**config.mk**
```make
export PLATFORM = sky130hd
export DESIGN_NAME = pllc_ctrl
export DESIGN_NICKNAME = d
export VERILOG_FILES = /design/src/pllc_pkg.sv /design/src/pllc_gap_if.sv /design/src/pllc_ctrl.sv /design/src/pllc_gap_counter.sv
export VERILOG_INCLUDE_DIRS = /design/src
export SDC_FILE = /design/constraint.sdc
export NUM_CORES = 1
export LEC_CHECK = 0
export CAP_MARGIN = 5
export CORE_ASPECT_RATIO = 1.2
export CORE_MARGIN = 3
export CORE_UTILIZATION = 35
export DETAILED_ROUTE_END_ITERATION = 8
export DONT_BUFFER_PORTS = 1
export GPL_TIMING_DRIVEN = 0
export RECOVER_POWER = 100
export SYNTH_ARGS = -nofsm -noshare
export SYNTH_HDL_FRONTEND = slang
export SYNTH_HIERARCHICAL = 1
export SYNTH_SLANG_ARGS = --single-unit
```
**constraint.sdc**
```tcl
create_clock -name core_clk -period 16.6 [get_ports core_clk]
set_input_delay 3.32 -clock core_clk [delete_from_list [all_inputs] [get_ports core_clk]]
set_output_delay 3.32 -clock core_clk [all_outputs]
set_load 0.1 [all_outputs]
```
**src/pllc_consts.svh**
```systemverilog
// Constants of the reference-loss, bandwidth and ratio control block.
// Assumes a single 100 MHz internal oscillator clock drives all logic.
`ifndef PLLC_CONSTS_SVH
`define PLLC_CONSTS_SVH

`define PLLC_CNT_W 24
`define PLLC_RATIO_B3_ADDR 8'h06
`define PLLC_RATIO_B2_ADDR 8'h07
`define PLLC_RATIO_B1_ADDR 8'h08
`define PLLC_RATIO_B0_ADDR 8'h09
`define PLLC_RATIO_RESET 32'h0000_0000
`define PLLC_FMT_20_12 1'b0
`define PLLC_FMT_12_20 1'b1
`define PLLC_MOD_RESET 3'h0
`define PLLC_CLK_MHZ 100
`define PLLC_SKIP_GAP_US 20000
`define PLLC_LOSS_CYCLES 8388608
`define PLLC_ACQ_CYCLES 24'h000400
`define PLLC_TOL_SHIFT 3
`define PLLC_BW_WIDE_SHIFT 4'h1
`define PLLC_BW_MAX_SHIFT 4'ha

`endif

```
**src/pllc_pkg.sv**
```systemverilog
// Types shared by the control block and its gap counter.
// Assumes pllc_consts.svh is on the include path.
`default_nettype none
`include "pllc_consts.svh"

package pllc_pkg;

  typedef enum logic [1:0] {
    PLLC_ST_UNLOCK,
    PLLC_ST_ACQ,
    PLLC_ST_LOCK,
    PLLC_ST_HOLD
  } pllc_state_e;

  typedef struct packed {
    pllc_state_e st;
    logic [31:0] ratio;
    logic fmt;
    logic [2:0] modSel;
    logic skipEn;
    logic outUnl;
    logic [2:0] bwSel;
    logic refPrev;
    logic havePer;
    logic [`PLLC_CNT_W-1:0] lastPer;
    logic [`PLLC_CNT_W-1:0] acqCnt;
    logic [`PLLC_CNT_W-1:0] filtPer;
    logic [31:0] eff;
    logic [19:0] effInt;
    logic [19:0] effFrac;
    logic clkOut;
    logic [7:0] rdData;
  } pllc_ctrl_s;

  typedef struct packed {
    logic [`PLLC_CNT_W-1:0] count;
  } pllc_gap_s;

endpackage : pllc_pkg

`default_nettype wire

```
**src/pllc_gap_if.sv**
```systemverilog
// Carrier between the controller and its reference gap counter.
// Assumes both ends share the internal oscillator clock.
`default_nettype none
`include "pllc_consts.svh"

interface pllc_gap_if;
  logic restart;
  logic [`PLLC_CNT_W-1:0] count;
  logic expired;
  modport ctl (output restart, input count, input expired);
  modport cnt (input restart, output count, output expired);
endinterface : pllc_gap_if

`default_nettype wire

```
**src/pllc_ctrl.sv**
```systemverilog
// Reference loss handling, loop bandwidth choice and effective ratio.
// Assumes refClkIn and synthClk are synchronous to core_clk; ratio bytes
// arrive from the control port as single-cycle byte writes.
`default_nettype none
`include "pllc_consts.svh"

module pllc_ctrl #(
  parameter int LOSS_TIMEOUT = `PLLC_LOSS_CYCLES,
  parameter int SKIP_GAP_CYCLES = `PLLC_SKIP_GAP_US * `PLLC_CLK_MHZ
) (
  input wire logic core_clk,
  input wire logic nrst,
  input wire logic refClkIn,
  input wire logic synthClk,
  input wire logic regWrEn,
  input wire logic [7:0] regAddr,
  input wire logic [7:0] regWrData,
  output logic [7:0] regRdData,
  input wire logic skipToleranceEnable,
  input wire logic outputOnUnlockEnable,
  input wire logic [2:0] minLoopBwSelect,
  input wire logic ratioFormatSelect,
  input wire logic [2:0] modifierSelect,
  output logic pllLocked,
  output logic refMissing,
  output logic loopBwWide,
  output logic [3:0] loopGainShift,
  output logic [`PLLC_CNT_W-1:0] filtPeriod,
  output logic [31:0] effectiveRatioValue,
  output logic [19:0] effRatioInt,
  output logic [19:0] effRatioFrac,
  output logic pllClkOut
);

  // Skip gap limit is not enforced: past it the loop may drift unflagged
  localparam logic [`PLLC_CNT_W-1:0] SkipGap = `PLLC_CNT_W'(SKIP_GAP_CYCLES);

  // -----------------------------------------------------------------
  // Reset release
  // -----------------------------------------------------------------
  logic rstMeta;
  logic rstSyncN;

  always_ff @(posedge core_clk or negedge nrst) begin
    if (!nrst) begin
      rstMeta <= 1'b0;
      rstSyncN <= 1'b0;
    end else begin
      rstMeta <= 1'b1;
      rstSyncN <= rstMeta;
    end
  end

  // -----------------------------------------------------------------
  // Gap counter
  // -----------------------------------------------------------------
  pllc_gap_if gap ();

  pllc_gap_counter #(
    .LOSS_TIMEOUT(LOSS_TIMEOUT)
  ) u_gap (
    .core_clk(core_clk),
    .rstN(rstSyncN),
    .gap(gap)
  );

  pllc_pkg::pllc_ctrl_s s_reg;
  pllc_pkg::pllc_ctrl_s s_next;

  logic refEdge;
  logic ratioWr;
  logic cfgChange;
  logic locked;
  logic [`PLLC_CNT_W:0] tol;
  logic [`PLLC_CNT_W:0] perHi;
  logic [`PLLC_CNT_W:0] perLo;
  logic [`PLLC_CNT_W:0] meas;
  logic perBad;
  logic [3:0] shift;
  logic signed [`PLLC_CNT_W:0] diff;
  logic signed [`PLLC_CNT_W:0] step;
  logic [31:0] effCalc;

  assign refEdge = refClkIn & ~s_reg.refPrev;
  assign gap.restart = refEdge;
  assign ratioWr = regWrEn && (regAddr >= `PLLC_RATIO_B3_ADDR)
                   && (regAddr <= `PLLC_RATIO_B0_ADDR);
  // A new fractional-N value forces a fresh acquisition
  assign cfgChange = ratioWr || (ratioFormatSelect != s_reg.fmt)
                     || (modifierSelect != s_reg.modSel);
  assign locked = (s_reg.st == pllc_pkg::PLLC_ST_LOCK)
                  || (s_reg.st == pllc_pkg::PLLC_ST_HOLD);

  // -----------------------------------------------------------------
  // Period window
  // -----------------------------------------------------------------
  always_comb begin
    tol = (`PLLC_CNT_W+1)'(s_reg.lastPer >> `PLLC_TOL_SHIFT);
    perHi = {1'b0, s_reg.lastPer} + tol;
    perLo = {1'b0, s_reg.lastPer} - tol;
    meas = {1'b0, gap.count};
    perBad = (meas > perHi) || (meas < perLo);
  end

  // -----------------------------------------------------------------
  // Loop bandwidth and jitter filter
  // -----------------------------------------------------------------
  always_comb begin
    if (locked) begin
      shift = `PLLC_BW_MAX_SHIFT - {1'b0, s_reg.bwSel};
    end else begin
      shift = `PLLC_BW_WIDE_SHIFT;
    end
    // Small shift tracks input wander; large shift smooths it away
    diff = $signed(meas) - $signed({1'b0, s_reg.filtPer});
    step = diff >>> shift;
  end

  // -----------------------------------------------------------------
  // Effective ratio
  // -----------------------------------------------------------------
  always_comb begin
    if (!s_reg.modSel[2]) begin
      effCalc = s_reg.ratio << s_reg.modSel[1:0];
    end else begin
      effCalc = s_reg.ratio >> ({1'b0, s_reg.modSel[1:0]} + 3'h1);
    end
  end

  // -----------------------------------------------------------------
  // Next state
  // -----------------------------------------------------------------
  always_comb begin
    s_next = s_reg;
    s_next.refPrev = refClkIn;
    s_next.fmt = ratioFormatSelect;
    s_next.modSel = modifierSelect;
    s_next.skipEn = skipToleranceEnable;
    s_next.outUnl = outputOnUnlockEnable;
    s_next.bwSel = minLoopBwSelect;
    s_next.eff = effCalc;
    if (s_reg.fmt == `PLLC_FMT_12_20) begin
      s_next.effInt = {8'h00, effCalc[31:20]};
      s_next.effFrac = effCalc[19:0];
    end else begin
      s_next.effInt = effCalc[31:12];
      s_next.effFrac = {effCalc[11:0], 8'h00};
    end
    if (regWrEn) begin
      unique case (regAddr)
        `PLLC_RATIO_B3_ADDR: s_next.ratio[31:24] = regWrData;
        `PLLC_RATIO_B2_ADDR: s_next.ratio[23:16] = regWrData;
        `PLLC_RATIO_B1_ADDR: s_next.ratio[15:8] = regWrData;
        `PLLC_RATIO_B0_ADDR: s_next.ratio[7:0] = regWrData;
        default: ;
      endcase
    end
    unique case (regAddr)
      `PLLC_RATIO_B3_ADDR: s_next.rdData = s_reg.ratio[31:24];
      `PLLC_RATIO_B2_ADDR: s_next.rdData = s_reg.ratio[23:16];
      `PLLC_RATIO_B1_ADDR: s_next.rdData = s_reg.ratio[15:8];
      `PLLC_RATIO_B0_ADDR: s_next.rdData = s_reg.ratio[7:0];
      default: s_next.rdData = 8'h00;
    endcase
    if (refEdge && s_reg.st != pllc_pkg::PLLC_ST_UNLOCK) begin
      s_next.filtPer = s_reg.filtPer + `PLLC_CNT_W'(step);
    end

    unique case (s_reg.st)
      pllc_pkg::PLLC_ST_UNLOCK: begin
        if (refEdge) begin
          s_next.havePer = 1'b1;
          if (s_reg.havePer) begin
            // Second edge gives the first period
            s_next.lastPer = gap.count;
            s_next.filtPer = gap.count;
            s_next.acqCnt = '0;
            s_next.st = pllc_pkg::PLLC_ST_ACQ;
          end
        end
      end
      pllc_pkg::PLLC_ST_ACQ: begin
        s_next.acqCnt = s_reg.acqCnt + `PLLC_CNT_W'(1);
        if (gap.expired) begin
          s_next.havePer = 1'b0;
          s_next.st = pllc_pkg::PLLC_ST_UNLOCK;
        end else if (refEdge && perBad) begin
          s_next.lastPer = gap.count;
          s_next.acqCnt = '0;
        end else if (s_reg.acqCnt >= `PLLC_ACQ_CYCLES - `PLLC_CNT_W'(1)) begin
          s_next.st = pllc_pkg::PLLC_ST_LOCK;
        end else if (refEdge) begin
          s_next.lastPer = gap.count;
        end
      end
      pllc_pkg::PLLC_ST_LOCK: begin
        if (refEdge) begin
          s_next.lastPer = gap.count;
          if (perBad) begin
            // Early or odd edge is a frequency change: unlock now
            s_next.acqCnt = '0;
            s_next.st = pllc_pkg::PLLC_ST_ACQ;
          end
        end else if (meas > perHi) begin
          s_next.st = pllc_pkg::PLLC_ST_HOLD;
        end
      end
      pllc_pkg::PLLC_ST_HOLD: begin
        if (refEdge) begin
          if (s_reg.skipEn) begin
            // Beyond the skip gap the loop may drift; nothing is flagged
            s_next.st = pllc_pkg::PLLC_ST_LOCK;
          end else begin
            s_next.acqCnt = '0;
            s_next.st = pllc_pkg::PLLC_ST_ACQ;
          end
        end else if (gap.expired) begin
          s_next.havePer = 1'b0;
          s_next.st = pllc_pkg::PLLC_ST_UNLOCK;
        end
      end
    endcase

    if (cfgChange && s_next.st != pllc_pkg::PLLC_ST_UNLOCK) begin
      s_next.acqCnt = '0;
      s_next.st = pllc_pkg::PLLC_ST_ACQ;
    end
    s_next.clkOut = synthClk & (locked | s_reg.outUnl);
  end

  always_ff @(posedge core_clk or negedge rstSyncN) begin
    if (!rstSyncN) begin
      s_reg <= '0;
      s_reg.st <= pllc_pkg::PLLC_ST_UNLOCK;
      s_reg.ratio <= `PLLC_RATIO_RESET;
      s_reg.fmt <= `PLLC_FMT_20_12;
      s_reg.modSel <= `PLLC_MOD_RESET;
    end else begin
      s_reg <= s_next;
    end
  end

  // -----------------------------------------------------------------
  // Outputs
  // -----------------------------------------------------------------
  assign regRdData = s_reg.rdData;
  assign pllLocked = locked;
  assign refMissing = (s_reg.st == pllc_pkg::PLLC_ST_HOLD);
  assign loopBwWide = !locked;
  assign loopGainShift = shift;
  assign filtPeriod = s_reg.filtPer;
  assign effectiveRatioValue = s_reg.eff;
  assign effRatioInt = s_reg.effInt;
  assign effRatioFrac = s_reg.effFrac;
  assign pllClkOut = s_reg.clkOut;

  logic [31:0] ratioNow;
  logic [2:0] modNow;
  logic isHold;
  logic [7:0] ratioTop;
  assign ratioNow = s_reg.ratio;
  assign ratioTop = s_reg.ratio[31:24];
  assign modNow = s_reg.modSel;
  assign isHold = (s_reg.st == pllc_pkg::PLLC_ST_HOLD);
endmodule : pllc_ctrl

`default_nettype wire

```
**src/pllc_gap_counter.sv**
```systemverilog
// Cycles elapsed since the last reference edge, saturating at the loss timeout.
// Assumes restart is a one-cycle pulse per reference edge.
`default_nettype none
`include "pllc_consts.svh"

module pllc_gap_counter #(
  parameter int LOSS_TIMEOUT = `PLLC_LOSS_CYCLES
) (
  input wire logic core_clk,
  input wire logic rstN,
  pllc_gap_if.cnt gap
);

  localparam logic [`PLLC_CNT_W-1:0] LossCnt = `PLLC_CNT_W'(LOSS_TIMEOUT);

  pllc_pkg::pllc_gap_s s_reg;
  pllc_pkg::pllc_gap_s s_next;

  // -----------------------------------------------------------------
  // Counter
  // -----------------------------------------------------------------
  always_comb begin
    s_next = s_reg;
    if (gap.restart) begin
      s_next.count = '0;
    end else if (s_reg.count < LossCnt) begin
      s_next.count = s_reg.count + `PLLC_CNT_W'(1);
    end
  end

  always_ff @(posedge core_clk or negedge rstN) begin
    if (!rstN) begin
      s_reg <= '0;
    end else begin
      s_reg <= s_next;
    end
  end

  assign gap.count = s_reg.count;
  assign gap.expired = (s_reg.count >= LossCnt);
endmodule : pllc_gap_counter

`default_nettype wire

```
======== Word-level counts from Yosys, hierarchy flattened ========
Cells that the tools add are included.
cells by class
  $add $sub $neg .......................... 8
  magnitude comparators ................... 7
  bitwise operators ....................... 4
  shift-type cells ........................ 3
  equal/unequal tests ..................... 22
  mux-type cells .......................... 38
  reduce and logical (&&, ||, !) cells .... 23
operators by type and width
  operator               number
  $mux 24                12
  $mux 48                2
  $pmux 24 s4            1
  $mux 73                1
  $mux 72                1
  $pmux 24 s3            1
  $add 24x1->24 const B  2
  $mux 40                1
  $mux 32                1
  $pmux 8 s4             1
  $shl 32x2->32          1
  $shr 32x3->32          1
  $add 24x21->25         1
  $gt 24x25->1           1
  $lt 24x25->1           1
  $sshr 25x4->24         1
  $sub 24x21->25         1
  $sub 24x24->25         1
  $add 24x24->24         1
  $ge 24x10->1 const B   1
  $ge 24x24->1 const B   1
  $lt 24x24->1 const B   1
  $mux 2                 12
  $eq 8x3->1 const B     2
  30 further kinds       56
storage, ports and cells
  input port bits ......................... 30
  logic and storage cells ................. 128
  register bits ........................... 224
  output and inout bits ................... 112

======== Logic depth before layout (Yosys ltp) ========
  depth after elaboration ................. 11
  mapped depth ............................ 27
  depth with buffers taken out ............ 26

======== Cells and area by module ========
The synthesis kept the hierarchy.
by module, submodules not included
  module            area an instance (µm²)  instances  cells each  seq. area each (µm²)
  pllc_ctrl         17352.9                 1          1985        5004.8
  pllc_gap_counter  1293.7                  1          138         600.6

======== Least setup slack after synthesis ========
Ideal clock, no wire load.
  kind .................................... reg2out
  start ................................... register s_reg[197] in the netlist's numbering
  end ..................................... output port loopGainShift[2]
  arrival time ............................ 4.508 ns
  stages on the path, launching flop included .. 8
  required time ........................... 13.280 ns
  path buffers ............................ 2
  setup slack ............................. 8.772 ns
  cells stage by stage .................... dfrtp_1 ha_1 clkbuf_1 nor2_1 inv_2 nand2_1 inv_2 buf_1
between the ends
  cells in the longest elaborated chain, start to end .. 3
  elaborated cells on any way between the ends .. 4
  classes of those cells .................. eq/ne: 2; mux: 1; reduce/logical: 1
RTL lines
  what                    line              source
  start, declared         pllc_ctrl.sv:67   pllc_pkg::pllc_ctrl_s s_reg;
  start signal, assigned  pllc_ctrl.sv:239  s_reg <= s_next;
  $eq 2x2->1              --
  named net refMissing    pllc_ctrl.sv:25   output logic refMissing,
  $logic_or 1x1->1        pllc_ctrl.sv:92   || (s_reg.st == pllc_pkg::PLLC_ST_HOLD);
  named net pllLocked     pllc_ctrl.sv:24   output logic pllLocked,
  $mux 4                  pllc_ctrl.sv:109  if (locked) begin
  end, declared           pllc_ctrl.sv:27   output logic [3:0] loopGainShift,
The timed path passes the listed nets, and every way through them passes these cells.

======== Worst setup path after layout ========
Same ends and word-level chain as after synthesis.

==> results.toml <==
[outcome]
status = "complete, but fails checks"
violations = "max-capacitance violations, max-slew violations"

[grt]
busiest_layer = "met2"
antenna_found_initial = 0
grt_overflow_total = 0
grt_pass1_vias = 16320
met2_usage = 0.3641
grt_max_degree = 65
grt_usage = 0.2002
met3_usage = 0.02873
grt_util_met1 = 0.2390
grt_pass1_wl_um = 90820

[timing]
hold_viol = 0
hold_slack_ns = 0.3524
finClkSkew_ns = 0.02593
final_max_slew_viol_count = 243
max_slew_margin = -1.198
finalSetupTns_ns = 0
layout_min_cycle_time_ns = 9.460
worst_slew_pin_slew_ns = 3.296
fmax_ghz = 0.1057
setup_viol = 0
min_period_over_period = 0.5699
rsz0062_at_grt = "no"

[clocking]
clk_pin_slew_ns = 0.06
cts_root_buffer = "clkbuf_16"
cts_tree = "built"
cts_hold_buffers = 0
clk_latency_ns = 0.57
cts_resized = 0
htree_num_levels = 1
clockBufferDepth = 3
post_cts_buffers = 0
cts_sinks = 224
numCtsBuffers = 26

[yosys]
synth_edf_count = 0
ys_warn_count = 6
synth.largest_area_cell = "dfrtp_1"
netlist_instances = 2123
syn-num-nets = 2301
ys.flop_type = "dfrtp_1"
seq_area_frac_synth = 0.3006
synthDistinctLibCells = 101
async_flop_share = 1.000
syn_area_per_cell_sq_um = 8.783
syn_area_sq_mm = 0.01865
yosysTopAreaCellShare = 0.3006
synth_seq_cells = 224
synthTopCellsByArea = "dfrtp_1 (30%), ha_1 (9.7%), buf_4 (4.3%), a21oi_1 (3.8%), nand2_1 (3.8%)"

[finish]
layout.nets = 2335
layout-drive-gt1-share = 0.07360
final_cell_mix = "dfrtp_1 (224), clkbuf_1 (203), nand2_1 (188)"
final_common_cell = "dfrtp_1"
largest_reg_flops = 58
area_delta_synth_final_pct = 6.757
antenna-diode-count = 0

[setup_path]
end_kind = "primary output"
path_buf_inv = 6
crit_type = "register to primary output"
cp_slowest_stage_delay_ns = 1.21
crit_path_top_delay_cell = "clkbuf_1"
required_ns = 13.28
crit_arrival_ns = 6.14
worstPathMaxFanout = 10
path_cells = "ha_1 -> clkbuf_1 -> nor2_1 -> clkbuf_1 -> clkbuf_1 -> inv_1 -> nand2_1 -> inv_1 -> clkbuf_1"
path_delay_family = "buffers and inverters"
startpoint_type = "register"
cpMostUsedCell = "clkbuf_1"

[pwr]
power_density_mw_per_mm2 = 145.4
p_leak_uw = 0.008697
p_total_uw = 2895
max-vdd-ir-drop_mv = 0.1022

[route]
avgViaCountPerCell = 5.593
drc = 0
wl_per_cell_um = 20.15
drt_iter0_markers = 1144
dr.pass1.iters = 5
wirelength_um = 58020
antenna_left = 0
vias = 16100

[floorplan]
initial_core_util = 0.3545
num_rows = 92
core-area_sq_mm = 0.05261
fp.dieArea_sq_mm = 0.05609
fp.dieW_um = 216.7
ios = 142
die_h_um = 258.8

[placement]
io_buffers = 0
place_congestion = 0.9484
dp_hpwl_um = 45320

[flow_run]
maxCapViolCount = 8

[hold_path]
hp-class = "register to register"
==> where the power goes <==
part / leakage, uW / internal [uW] / total (uW) / switching, uW
Clock: 0.000402 / 317 / 555 / 238
Sequential: 0.00295 / 600 / 671 / 71.2
Combinational: 0.00535 / 588 / 1670 / 1080
==> path summary, 6_finish.rpt <==
| path | from | to | slack (ns) | cells after the start |
|---|---|---|---|---|
| setup / recovery | s_reg[197] | loopGainShift[2] | 7.14 | 9 |
| hold / removal | rstMeta | rstSyncN | 0.35 | 0 |
| setup reg to reg | s_reg[197] | filtPeriod[20] | 7.26 | 26 |
| hold reg to reg | rstMeta | rstSyncN | 0.35 | 0 |
| max in group asynchronous | rstSyncN | effectiveRatioValue[0] | 9.28 | 3 |
| min in group asynchronous | rstSyncN | s_reg[116] | 0.51 | 0 |
==> final cells by class <==
type	instances	area, sq um
Tap cell	705	882.1
Fill cell	5436	32700
Timing Repair Buffer	6	22.52
Sequential cell	224	5605
Clock inverter	10	97.59
Multi-Input combinational cell	1569	11270
Inverter	116	435.4
Buffer	214	874.6
Clock buffer	35	714.4
==> cells by family (layout without fill, tap and decap cells) <==
kind of cell / after synthesis / in the layout / share of synthesized area
AND/OR/NAND/NOR: 641 / 641 / 0.1714
AO/OA/AOI/OAI: 554 / 554 / 0.1979
buffers and inverters: 330 / 381 / 0.09354
flip-flops: 224 / 224 / 0.3006
adder cells (fa/ha/maj): 148 / 148 / 0.1009
multiplexers: 119 / 119 / 0.08562
XOR/XNOR: 106 / 106 / 0.04979
other: 1 / 1 / 0.0002011
==> metrics by stage <==
| step | area (sq um) | setup WS (ns) | utilization | cells |
|---|---|---|---|---|
| after floorplan | 18650 | 8.772 | - | 2123 |
| after global placement | 19530 | 6.818 | 0.3712 | 2828 |
| after detailed placement | 19690 | 8.861 | 0.3743 | 2834 |
| after CTS | 20500 | 8.800 | 0.3897 | 2879 |
| after global routing | 19910 | 6.685 | 0.3784 | 2879 |
| final | 19910 | 7.140 | 0.3784 | 2879 |
==> per-layer routing <==
metal,vias up,part of all wire
met5,-,0
met4,0,0.038
met3,125,0.052
met2,475,0.51
met1,7874,0.40
li1,7629,-
==> worst register-to-register path: cells and delay by family, from the launching register on <==
kind	cells	cell delay (ns)
AOI/OAI and AO/OA	10	2.94
xor gates and xnor gates	1	0.20
adders and majority gates	3	1.32
buffers and inverters	6	3.45
DFF	1	0.45
muxes	2	0.37
and+or+nand+nor	4	0.51
==> cell usage after synthesis, drive strengths merged (18+ instances only) <==
library cell / instances
dfrtp: 224
nand2: 189
nor2: 157
a21oi: 147
ha: 144
buf: 140
inv: 114
o21ai: 113
clkbuf: 74
xnor2: 74
a211oi: 48
mux2i: 47
mux2: 44
nor3: 44
nor2b: 43
nand3: 41
xor2: 32
a22oi: 29
mux4: 28
o31ai: 28
nand4: 24
or4: 24
a21o: 23
o22ai: 23
and2: 18
o211ai: 18
Note: power is estimated with default switching activity, not from simulation.
